File: config.mk
export PLATFORM = sky130hd
export DESIGN_NAME = bla_alu
export DESIGN_NICKNAME = d
export VERILOG_FILES = /design/src/inc/bla_pkg.sv /design/src/logic/bla_regfile.sv /design/src/logic/bla_alu.sv
export SDC_FILE = /design/constraint.sdc
export NUM_CORES = 1
export LEC_CHECK = 0
export BUFFER_PORTS_ARGS = -buffer_cell sky130_fd_sc_hd__buf_2
export CAP_MARGIN = 20
export CORE_MARGIN = 2
export CORE_UTILIZATION = 40
export CTS_CLUSTER_SIZE = 12
export DETAILED_ROUTE_END_ITERATION = 16
export PLACE_DENSITY = 0.66
export SETUP_SLACK_MARGIN = 0.5
export SLEW_MARGIN = 20
export SYNTH_ARGS = -nofsm -noshare
export SYNTH_HDL_FRONTEND = slang
export SYNTH_SLANG_ARGS = --single-unit
File: constraint.sdc
create_clock -name i_ref_clk -period 4.5 [get_ports i_ref_clk]
set_input_delay 1.35 -clock i_ref_clk [delete_from_list [all_inputs] [get_ports i_ref_clk]]
set_output_delay 1.35 -clock i_ref_clk [all_outputs]
set_load 0.1 [all_outputs]
File: src/inc/bla_pkg.sv
// constants and types shared by the byte logic and arithmetic datapath
`default_nettype none

package bla_pkg;

  // ==========================================================
  // widths and sizes
  localparam int DATA_W   = 8;
  localparam int REG_CNT  = 16;
  localparam int SEL_W    = 4;
  localparam int BYTE_MAX = 255;
  localparam int BYTE_WRAP = 256;

  // ==========================================================
  // reset values
  localparam logic [DATA_W-1:0] REG_RST  = 8'h00;
  localparam logic [DATA_W-1:0] ZERO_BYTE = 8'h00;
  localparam logic              FLAG_RST = 1'b0;

  // ==========================================================
  // timing
  localparam int CLK_PERIOD_NS    = 50;
  localparam int CYCLES_PER_INSTR = 2;

  // ==========================================================
  // port ids used by a port-attached multiplier
  localparam logic [7:0] MULT_PORT_LO = 8'h00;
  localparam logic [7:0] MULT_PORT_HI = 8'h01;

  // ==========================================================
  // operations
  typedef enum logic [2:0] {
    OP_LOAD  = 3'h0,
    OP_AND   = 3'h1,
    OP_OR    = 3'h2,
    OP_XOR   = 3'h3,
    OP_ADD   = 3'h4,
    OP_ADD_WITH_CARRY_IN = 3'h5,
    OP_SUB   = 3'h6,
    OP_SUBTRACT_WITH_BORROW_IN = 3'h7
  } bla_op_t;

  // ==========================================================
  // instruction phase, gray along fetch -> execute
  typedef enum logic [1:0] {
    PH_IDLE = 2'h0,
    PH_EXEC = 2'h1
  } bla_phase_t;

endpackage

`default_nettype wire

File: src/logic/bla_regfile.sv
// sixteen by eight general purpose register file
`default_nettype none
`timescale 1ns/1ns

module bla_regfile (
  // clock and reset
  input  wire logic                       i_ref_clk,
  input  wire logic                       i_rst,
  input  wire logic                       i_ce,
  // write port
  input  wire logic                       i_wr_en,
  input  wire logic [bla_pkg::SEL_W-1:0]  i_wr_sel,
  input  wire logic [bla_pkg::DATA_W-1:0] i_wr_data,
  // read ports
  input  wire logic [bla_pkg::SEL_W-1:0]  i_rd_a_sel,
  input  wire logic [bla_pkg::SEL_W-1:0]  i_rd_b_sel,
  input  wire logic [bla_pkg::SEL_W-1:0]  i_rd_c_sel,
  output logic      [bla_pkg::DATA_W-1:0] o_rd_a,
  output logic      [bla_pkg::DATA_W-1:0] o_rd_b,
  output logic      [bla_pkg::DATA_W-1:0] o_rd_c
);

  typedef struct packed {
    logic [bla_pkg::REG_CNT-1:0][bla_pkg::DATA_W-1:0] mem;
  } bla_rf_st_t;

  bla_rf_st_t st_r;
  bla_rf_st_t st_nxt;
  logic [bla_pkg::REG_CNT-1:0][bla_pkg::DATA_W-1:0] mem_nxt;

  // ==========================================================
  // per entry write decode
  genvar gi;
  generate
    for (gi = 0; gi < bla_pkg::REG_CNT; gi++) begin : g_entry
      assign mem_nxt[gi] =
        (i_wr_en && (int'(i_wr_sel) == gi)) ?
        i_wr_data : st_r.mem[gi];
    end
  endgenerate

  always_comb begin
    st_nxt     = st_r;
    st_nxt.mem = mem_nxt;
  end

  always_ff @(posedge i_ref_clk) begin
    if (i_rst) begin
      st_r.mem <= {bla_pkg::REG_CNT{bla_pkg::REG_RST}};
    end else if (i_ce) begin
      st_r <= st_nxt;
    end
  end

  assign o_rd_a = st_r.mem[i_rd_a_sel];
  assign o_rd_b = st_r.mem[i_rd_b_sel];
  assign o_rd_c = st_r.mem[i_rd_c_sel];

endmodule // bla_regfile

`default_nettype wire

File: src/logic/bla_alu.sv
// byte logic and add/subtract datapath with flags and register file
`default_nettype none
`timescale 1ns/1ns

// Overview of operation
// - xor of a register with itself writes zero and sets zero flag.
// - load of 00 clears the register; load never touches flags.
// - or forces mask-one bits high, keeps mask-zero bits.
// - and forces mask-zero bits low, keeps mask-one bits.
// - adds take a register plus a register or literal byte.
// - add sets carry when sum exceeds 255, stores low byte.
// - add sets zero when sum is 0 or 256.
// - add with carry in adds one more when carry is set.
// - subtract carry is borrow, set when difference below zero.
// - subtract sets zero when difference is 0 or -256.
// - subtract with borrow in takes one more when carry set.
// - logic operations clear carry, zero flag marks zero result.
// - every instruction takes two clock cycles.
// - any of 16 registers may be either operand.
module bla_alu (
  // clock, reset, enable
  input  wire logic                       i_ref_clk,
  input  wire logic                       i_rst,
  input  wire logic                       i_ce,
  // instruction from decoder
  input  wire logic                       i_op_valid,
  input  wire bla_pkg::bla_op_t           i_op,
  input  wire logic [bla_pkg::SEL_W-1:0]  i_dst_sel,
  input  wire logic [bla_pkg::SEL_W-1:0]  i_src_sel,
  input  wire logic                       i_use_literal,
  input  wire logic [bla_pkg::DATA_W-1:0] i_literal,
  // register observation
  input  wire logic [bla_pkg::SEL_W-1:0]  i_peek_sel,
  // status and results
  output logic                            o_busy,
  output logic                            o_done,
  output logic                            o_zero,
  output logic                            o_carry,
  output logic      [bla_pkg::DATA_W-1:0] o_wr_data,
  output logic      [bla_pkg::DATA_W-1:0] o_peek_data
);

  typedef struct packed {
    bla_pkg::bla_phase_t         phase;
    bla_pkg::bla_op_t            op;
    logic [bla_pkg::SEL_W-1:0]   dst;
    logic [bla_pkg::DATA_W-1:0]  opa;
    logic [bla_pkg::DATA_W-1:0]  opb;
    logic                        zero;
    logic                        carry;
    logic                        done;
    logic                        busy;
    logic [bla_pkg::DATA_W-1:0]  wr_data;
    logic [bla_pkg::DATA_W-1:0]  peek;
  } bla_alu_st_t;

  bla_alu_st_t st_r;
  bla_alu_st_t st_nxt;
  logic [bla_pkg::DATA_W-1:0] rd_a;
  logic [bla_pkg::DATA_W-1:0] rd_b;
  logic [bla_pkg::DATA_W-1:0] rd_c;
  logic                       wr_en;
  logic [bla_pkg::DATA_W:0]   sum9;
  logic [bla_pkg::DATA_W:0]   diff9;
  logic                       cin_add;
  logic                       cin_sub;
  logic [bla_pkg::DATA_W-1:0] res;
  logic                       res_c;
  logic                       res_z;

  // ==========================================================
  // register file
  bla_regfile u_regfile (
    .i_ref_clk  (i_ref_clk),
    .i_rst      (i_rst),
    .i_ce       (i_ce),
    .i_wr_en    (wr_en),
    .i_wr_sel   (st_r.dst),
    .i_wr_data  (res),
    .i_rd_a_sel (i_dst_sel),
    .i_rd_b_sel (i_src_sel),
    .i_rd_c_sel (i_peek_sel),
    .o_rd_a     (rd_a),
    .o_rd_b     (rd_b),
    .o_rd_c     (rd_c)
  );

  // ==========================================================
  // arithmetic core
  // carry chained add
  assign cin_add = st_r.carry &&
                   (st_r.op == bla_pkg::OP_ADD_WITH_CARRY_IN);
  assign cin_sub = st_r.carry &&
                   (st_r.op == bla_pkg::OP_SUBTRACT_WITH_BORROW_IN);
  assign sum9  = {1'b0, st_r.opa} + {1'b0, st_r.opb} +
                 {8'h00, cin_add};
  // nine bit difference, top bit is borrow
  assign diff9 = {1'b0, st_r.opa} - {1'b0, st_r.opb} -
                 {8'h00, cin_sub};

  always_comb begin
    res   = st_r.opb;
    res_c = st_r.carry;
    res_z = st_r.zero;
    unique case (st_r.op)
      bla_pkg::OP_LOAD: begin
        res = st_r.opb;
      end
      bla_pkg::OP_AND: begin
        res   = st_r.opa & st_r.opb;
        res_c = 1'b0;
        res_z = (res == bla_pkg::ZERO_BYTE);
      end
      bla_pkg::OP_OR: begin
        res   = st_r.opa | st_r.opb;
        res_c = 1'b0;
        res_z = (res == bla_pkg::ZERO_BYTE);
      end
      bla_pkg::OP_XOR: begin
        res   = st_r.opa ^ st_r.opb;
        res_c = 1'b0;
        res_z = (res == bla_pkg::ZERO_BYTE);
      end
      bla_pkg::OP_ADD,
      bla_pkg::OP_ADD_WITH_CARRY_IN: begin
        res   = sum9[bla_pkg::DATA_W-1:0];
        res_c = sum9[bla_pkg::DATA_W];
        res_z = (res == bla_pkg::ZERO_BYTE);
      end
      bla_pkg::OP_SUB,
      bla_pkg::OP_SUBTRACT_WITH_BORROW_IN: begin
        res   = diff9[bla_pkg::DATA_W-1:0];
        res_c = diff9[bla_pkg::DATA_W];
        res_z = (res == bla_pkg::ZERO_BYTE);
      end
    endcase
  end

  // ==========================================================
  // instruction sequencing
  always_comb begin
    st_nxt      = st_r;
    st_nxt.done = 1'b0;
    st_nxt.peek = rd_c;
    wr_en       = 1'b0;
    unique case (st_r.phase)
      bla_pkg::PH_IDLE: begin
        if (i_op_valid) begin
          st_nxt.phase = bla_pkg::PH_EXEC;
          st_nxt.busy  = 1'b1;
          st_nxt.op    = i_op;
          st_nxt.dst   = i_dst_sel;
          st_nxt.opa   = rd_a;
          st_nxt.opb   = i_use_literal ? i_literal : rd_b;
        end
      end
      bla_pkg::PH_EXEC: begin
        wr_en          = 1'b1;
        st_nxt.wr_data = res;
        st_nxt.carry   = res_c;
        st_nxt.zero    = res_z;
        st_nxt.done    = 1'b1;
        st_nxt.busy    = 1'b0;
        st_nxt.phase   = bla_pkg::PH_IDLE;
      end
    endcase
  end

  always_ff @(posedge i_ref_clk) begin
    if (i_rst) begin
      st_r.phase   <= bla_pkg::PH_IDLE;
      st_r.op      <= bla_pkg::OP_LOAD;
      st_r.dst     <= '0;
      st_r.opa     <= bla_pkg::REG_RST;
      st_r.opb     <= bla_pkg::REG_RST;
      st_r.zero    <= bla_pkg::FLAG_RST;
      st_r.carry   <= bla_pkg::FLAG_RST;
      st_r.done    <= 1'b0;
      st_r.busy    <= 1'b0;
      st_r.wr_data <= bla_pkg::REG_RST;
      st_r.peek    <= bla_pkg::REG_RST;
    end else if (i_ce) begin
      st_r <= st_nxt;
    end
  end

  assign o_busy      = st_r.busy;
  assign o_done      = st_r.done;
  assign o_zero      = st_r.zero;
  assign o_carry     = st_r.carry;
  assign o_wr_data   = st_r.wr_data;
  assign o_peek_data = st_r.peek;

  // ==========================================================
  // checks
  logic ex_go;
  logic acc_go;
  assign ex_go  = (st_r.phase == bla_pkg::PH_EXEC) && i_ce;
  assign acc_go = (st_r.phase == bla_pkg::PH_IDLE) && i_ce &&
                  i_op_valid;
endmodule // bla_alu

`default_nettype wire

-- Yosys cells after proc, flatten, opt, wreduce, memory -nomap -nowiden
Index checks and enable logic that the tools add are counted.
Widths: inputs -> output; s select.
- $add $sub $neg: 4
- order comparisons: 3
- equal/unequal tests: 24
- muxes and demuxes: 16
- bitwise operators: 3
- reductions and logical operators: 52
- operators with widths (operator ; number):
    $bmux 8 s4 ; 3
    $pmux 8 s6 ; 1
    $logic_not 8->1 ; 5
    $reduce_and 2->1 ; 18
    $eq 4x4->1 const B ; 8
    $mux 8 ; 4
    $mux 25 ; 1
    $logic_and 1x1->1 ; 18
    $eq 4x3->1 const B ; 4
    $lt 4x5->1 const B ; 3
    $eq 3x3->1 const B ; 4
    $add 8x8->9 ; 1
    $add 9x1->9 ; 1
    $reduce_and 3->1 ; 3
    $sub 8x8->9 ; 1
    $sub 9x1->9 ; 1
    $and 8x8->8 ; 1
    $eq 4x2->1 const B ; 2
    $or 8x8->8 ; 1
    $xor 8x8->8 ; 1
    $eq 3x2->1 const B ; 2
    $pmux 1 s5 ; 1
    $reduce_bool 5->1 ; 1
    $eq 4x1->1 const B ; 1
    other kinds (13) ; 16
- register bits after elaboration: 173
- bits of input ports: 28
- output and inout port bits: 20
- word-level logic and storage cells: 129

-- Longest topological paths before layout
- word-level depth: 5
- mapped depth: 14
- depth with buffers taken out: 11

-- Modules after synthesis
Synthesis repeated with hierarchy kept, for this count alone.
- cell total of the unflattened synthesis: 1215
- area total of the unflattened synthesis: 11189.5 µm²
- modules (own cells, without submodules) (module ; times used ; cells an instance ; area an instance (µm²) ; seq. area each (µm²)):
    bla_regfile ; 1 ; 823 ; 7943.9 ; 2562.5
    bla_alu ; 1 ; 392 ; 3245.6 ; 880.8

-- Least setup slack after synthesis
Ideal clock, no wire load.
- kind: register to register
- from: register st_r, in the netlist o_carry
- to: register u_regfile.st_r[117] in the netlist's numbering
- library setup time: 0.072 ns
- data arrival time: 3.443 ns
- data required time: 4.428 ns
- path slack: 0.985 ns
- cell stages (with the launch flop): 13
- path buffers: 2
- cell sequence: dfxtp_1 nand3_1 fa_1 inv_1 ha_1 o211ai_1 a31oi_1 xnor2_1 and2_1 or4_1 buf_2 buf_6 o21ai_2
- longest elaborated chain between the ends: 3
- elaborated cells on any way between the ends: 5
- classes of those cells: add/sub: 2; mux: 1; reduce/logical: 2
- ends and longest elaborated chain (what ; line ; text):
    from (decl) ; bla_alu.sv:57 ; bla_alu_st_t st_r;
    from (signal assigned) ; bla_alu.sv:183 ; st_r <= st_nxt;
    $logic_and 1x1->1, on equally long branches ; bla_alu.sv:93, bla_alu.sv:91 ;
    $sub 9x1->9 or $add 9x1->9 (tied branches) ; bla_alu.sv:98, bla_alu.sv:95 ;
    $pmux 8 s6 (*) ; bla_alu.sv:105 ; unique case (st_r.op)
    to (signal assigned) ; bla_regfile.sv:51 ; st_r <= st_nxt;
    to (decl) ; bla_regfile.sv:27 ; bla_rf_st_t st_r;
Mark *: on every way between the ends. The rest lies on a longest branch, timed or not.
A chain may end at the register's enable or synchronous reset.

-- Worst setup path in the final report
- from: register st_r[42] in the netlist's numbering
- to: register u_regfile.st_r[93] in the netlist's numbering
- longest elaborated chain between the ends: 4
- elaborated cells on any way between the ends: 15
- classes of those cells: add/sub: 2; eq/ne: 7; mux: 1; reduce/logical: 5
- ends and longest elaborated chain (what ; line):
    $eq 3x3->1, on equally long branches ; bla_alu.sv:94, bla_alu.sv:105, bla_alu.sv:92
    $logic_and 1x1->1, on equally long branches ; bla_alu.sv:93, bla_alu.sv:91
    $sub 9x1->9 or $add 9x1->9 (tied branches) ; bla_alu.sv:98, bla_alu.sv:95
    $pmux 8 s6 (*) ; bla_alu.sv:105
Marked as above.

==> results_dict.tcl <==
set metrics [dict create \
    status "completed" \
    antenna_found_initial 0 \
    post-cts-setup-buffers 0 \
    num_vias 8437 \
    ys_async_sr_fraction_pct 0 \
    cts_tree "done" \
    r2r-end "u_regfile.st_r[93]$_SDFFE_PP0P_" \
    p_per_area_mw_per_mm2 301 \
    grt_max_degree 191 \
    ys.flop_type "dfxtp_1" \
    placedCellCount 1335 \
    grt_pass1_vias 7832 \
    stdcell_count 1366 \
    critPathKind "flop to flop" \
    num_io_pins 48 \
    worst_clock_skew_ps 14.1 \
    fmax_mhz 277 \
    pre_cts_slack_ps 913 \
    maxSlewViolCount 0 \
    worstRegToRegCells 11 \
    period_needed_ps 3610 \
    crit_chain "and2_1 > nand3_1 > fa_1 > inv_1 > ha_1 > o211ai_1 > a31oi_1 > xnor2_1 > and2_1 > or4_1 > o21ai_0" \
    final_nets 1081 \
    fillCellCount 2436 \
    path_depth 11 \
    grt.overflow.total 0 \
    drt-total-wl_um 28700 \
    ys_seq_area_share_pct 32.1 \
    crit_end "u_regfile.st_r[93]$_SDFFE_PP0P_" \
    portBuffers 47 \
    grt_pass1_wl_um 45700 \
    r2r_start "st_r[42]$_SDFFE_PP0P_" \
    relSlewSlack_pct 41.6 \
    setup_violations 0 \
    drtIter0Drc 1098 \
    crit_top_cell "and2_1" \
    maxCapViolations 0 \
    syn_area_mm2 0.0107 \
    arrival_ps 3960 \
    hold_viol 0 \
    cts_hold_buf 0 \
    worst_slack_ps 887 \
    synthDistinctLibCells 53 \
    worst_path_max_delay_cell "or4_1" \
    cts.htree.levels 4 \
    netlist_instances 1042 \
    grt_usage_pct 20.7 \
    cp_max_fo 17 \
    clockBufferDepth 2 \
    cts_resized 0 \
    syn-num-nets 1104 \
    avgViaCountPerCell 6.18 \
    initial_core_util_pct 40.9 \
    gp_congestion 0.900 \
    synthTopCellsByCount "dfxtp_1, mux4_2, nor2_1" \
    synth_top_cell_area_share_pct 32.1 \
    cts_sinks 172 \
    worstSkewPairLatency_ps 430 \
    die_y_um 168 \
    ant_nets 0 \
    cts_made_buffers 17 \
    drive_gt1_share_pct 22.4 \
    irDropWorstVdd_mv 0.272 \
    die_x_um 168 \
    fin_setup_tns_ps 0 \
    synth-seq-cells 172 \
    cpPeakStageDelay_ps 890 \
    cp.required_ps 4850 \
    ys_warn_count 0 \
    worstHoldPathType "flop to flop" \
    cp-startpoint "st_r[42]$_SDFFE_PP0P_" \
    dieArea_mm2 0.0281 \
    hpwl_um 20000 \
    synth_top_area_cell "dfxtp_1" \
    rows 59 \
    coreArea_mm2 0.0262 \
    path_buf_inv 1 \
    diodes 0 \
    syn_avg_cell_area_um2 10.3 \
    yosysMostFrequentCell "dfxtp_1" \
    drc 0 \
    start_kind "flop" \
    syn2layout_area_growth_pct 8.16 \
    cts-root-buf "clkbuf_16" \
    synth_area_leaders "dfxtp_1, mux4_2, a211oi_1" \
    fin_crit_sh_pct 80.3 \
    r2r_slack_ps 890 \
    setup.worst_path.end_class "flop" \
    firstDrtPassIters 5 \
    worst-slew-pin-transition_ps 876 \
    clk_pin_slew_ps 80 \
    wl_per_cell_um 21.0 \
    leakagePower_nw 3.89 \
    critPathTopFamily "simple AND/OR/NAND/NOR gates" \
    rsz0062_at_grt "false" \
    synth_edf_count 0 \
]
==> where the power goes <==
group	internal, mW	switching (mW)	leakage [nW]	total, mW
Clock	0.793	0.669	0.275	1.46
Combinational	0.172	0.300	2.22	0.473
Sequential	1.54	0.0195	1.39	1.56
==> how the worst min path moves through the flow <==
stage	from	to	cells after the start
after detailed placement	o_done$_SDFFE_PP0P_	o_done$_SDFFE_PP0P_	2
after global routing	o_done$_SDFFE_PP0P_	o_done$_SDFFE_PP0P_	2
after global placement	o_done$_SDFFE_PP0P_	o_done$_SDFFE_PP0P_	2
after CTS	o_done$_SDFFE_PP0P_	o_done$_SDFFE_PP0P_	2
after floorplan	o_wr_data[6]$_SDFFE_PP0P_	o_wr_data[6]$_SDFFE_PP0P_	2
final	o_done$_SDFFE_PP0P_	o_done$_SDFFE_PP0P_	2
==> state kept, by name, summed over array words and instances, names as in the netlist <==
register	cells
o_done	1
o_peek_data	8
o_carry	1
u_regfile.st_r	128
o_wr_data	8
o_busy	1
o_zero	1
st_r	24
==> cell families (layout without fill, tap and decap cells) <==
| kind of cell | count (synthesis) | in the layout | share of synthesized area (%) |
|---|---|---|---|
| compound gates | 234 | 234 | 14.3 |
| xor+xnor | 11 | 11 | 0.899 |
| fa+ha+maj | 34 | 34 | 4.25 |
| buf+inv | 134 | 123 | 5.76 |
| flops | 172 | 172 | 32.1 |
| mux | 141 | 141 | 27.1 |
| simple gates | 316 | 316 | 15.6 |
==> placed cells by master (no fill, tap or decap), types with 4 or more instances in the layout <==
cell type	n
a211oi_1	80
a21oi_1	46
buf_2	46
buf_4	12
clkbuf_16	17
dfxtp_1	172
fa_1	4
ha_1	30
inv_1	31
inv_6	5
mux2i_1	21
mux4_2	119
nand2_1	62
nand2b_1	8
nand3_1	9
nand3b_1	69
nand4_1	4
nor2_1	96
nor2b_1	20
nor3_1	8
o211ai_1	5
o21ai_0	51
o21ai_1	4
o21ai_2	10
o31ai_1	18
or2_2	5
or3_1	19
xnor2_1	4
xor2_1	7
==> per-stage QoR <==
stage	util (%)	power, mW	hold WS, ps	cell area (um2)
floorplan	-	1.94	437	10700
global placement	42.0	2.06	456	11000
detailed placement	42.0	2.06	460	11000
CTS	44.2	3.51	472	11600
global route	44.2	3.61	502	11600
finish	44.2	3.49	470	11600
==> tightest hold or removal path, cell delays in order (launching register included) <==
cell      delay (ps)
dfxtp_1          310
nand2b_1          60
a21oi_1           60
==> metal layers <==
layer  vias to the layer above  part of all wire (%)  GRT usage, %  wire, um
met5                         -                     0             0         0
met4                         0                   2.5          7.56       723
met3                        48                   6.5          3.14      1870
met2                       362                    47          32.0     13400
met1                      4136                    44          29.6     12700
li1                       3891                     -             -         -
==> cell type report <==
class | count | area [um2] | share of cell area, %
clock inverter | 12 | 129 | 1.11
multi-input combinational | 736 | 6660 | 57.5
timing repair buffer | 61 | 380 | 3.28
clock buffer | 19 | 443 | 3.82
tap | 335 | 419 | 3.62
sequential | 172 | 3440 | 29.7
inverter | 31 | 116 | 1.00
Power figures use the tool's default switching activity.
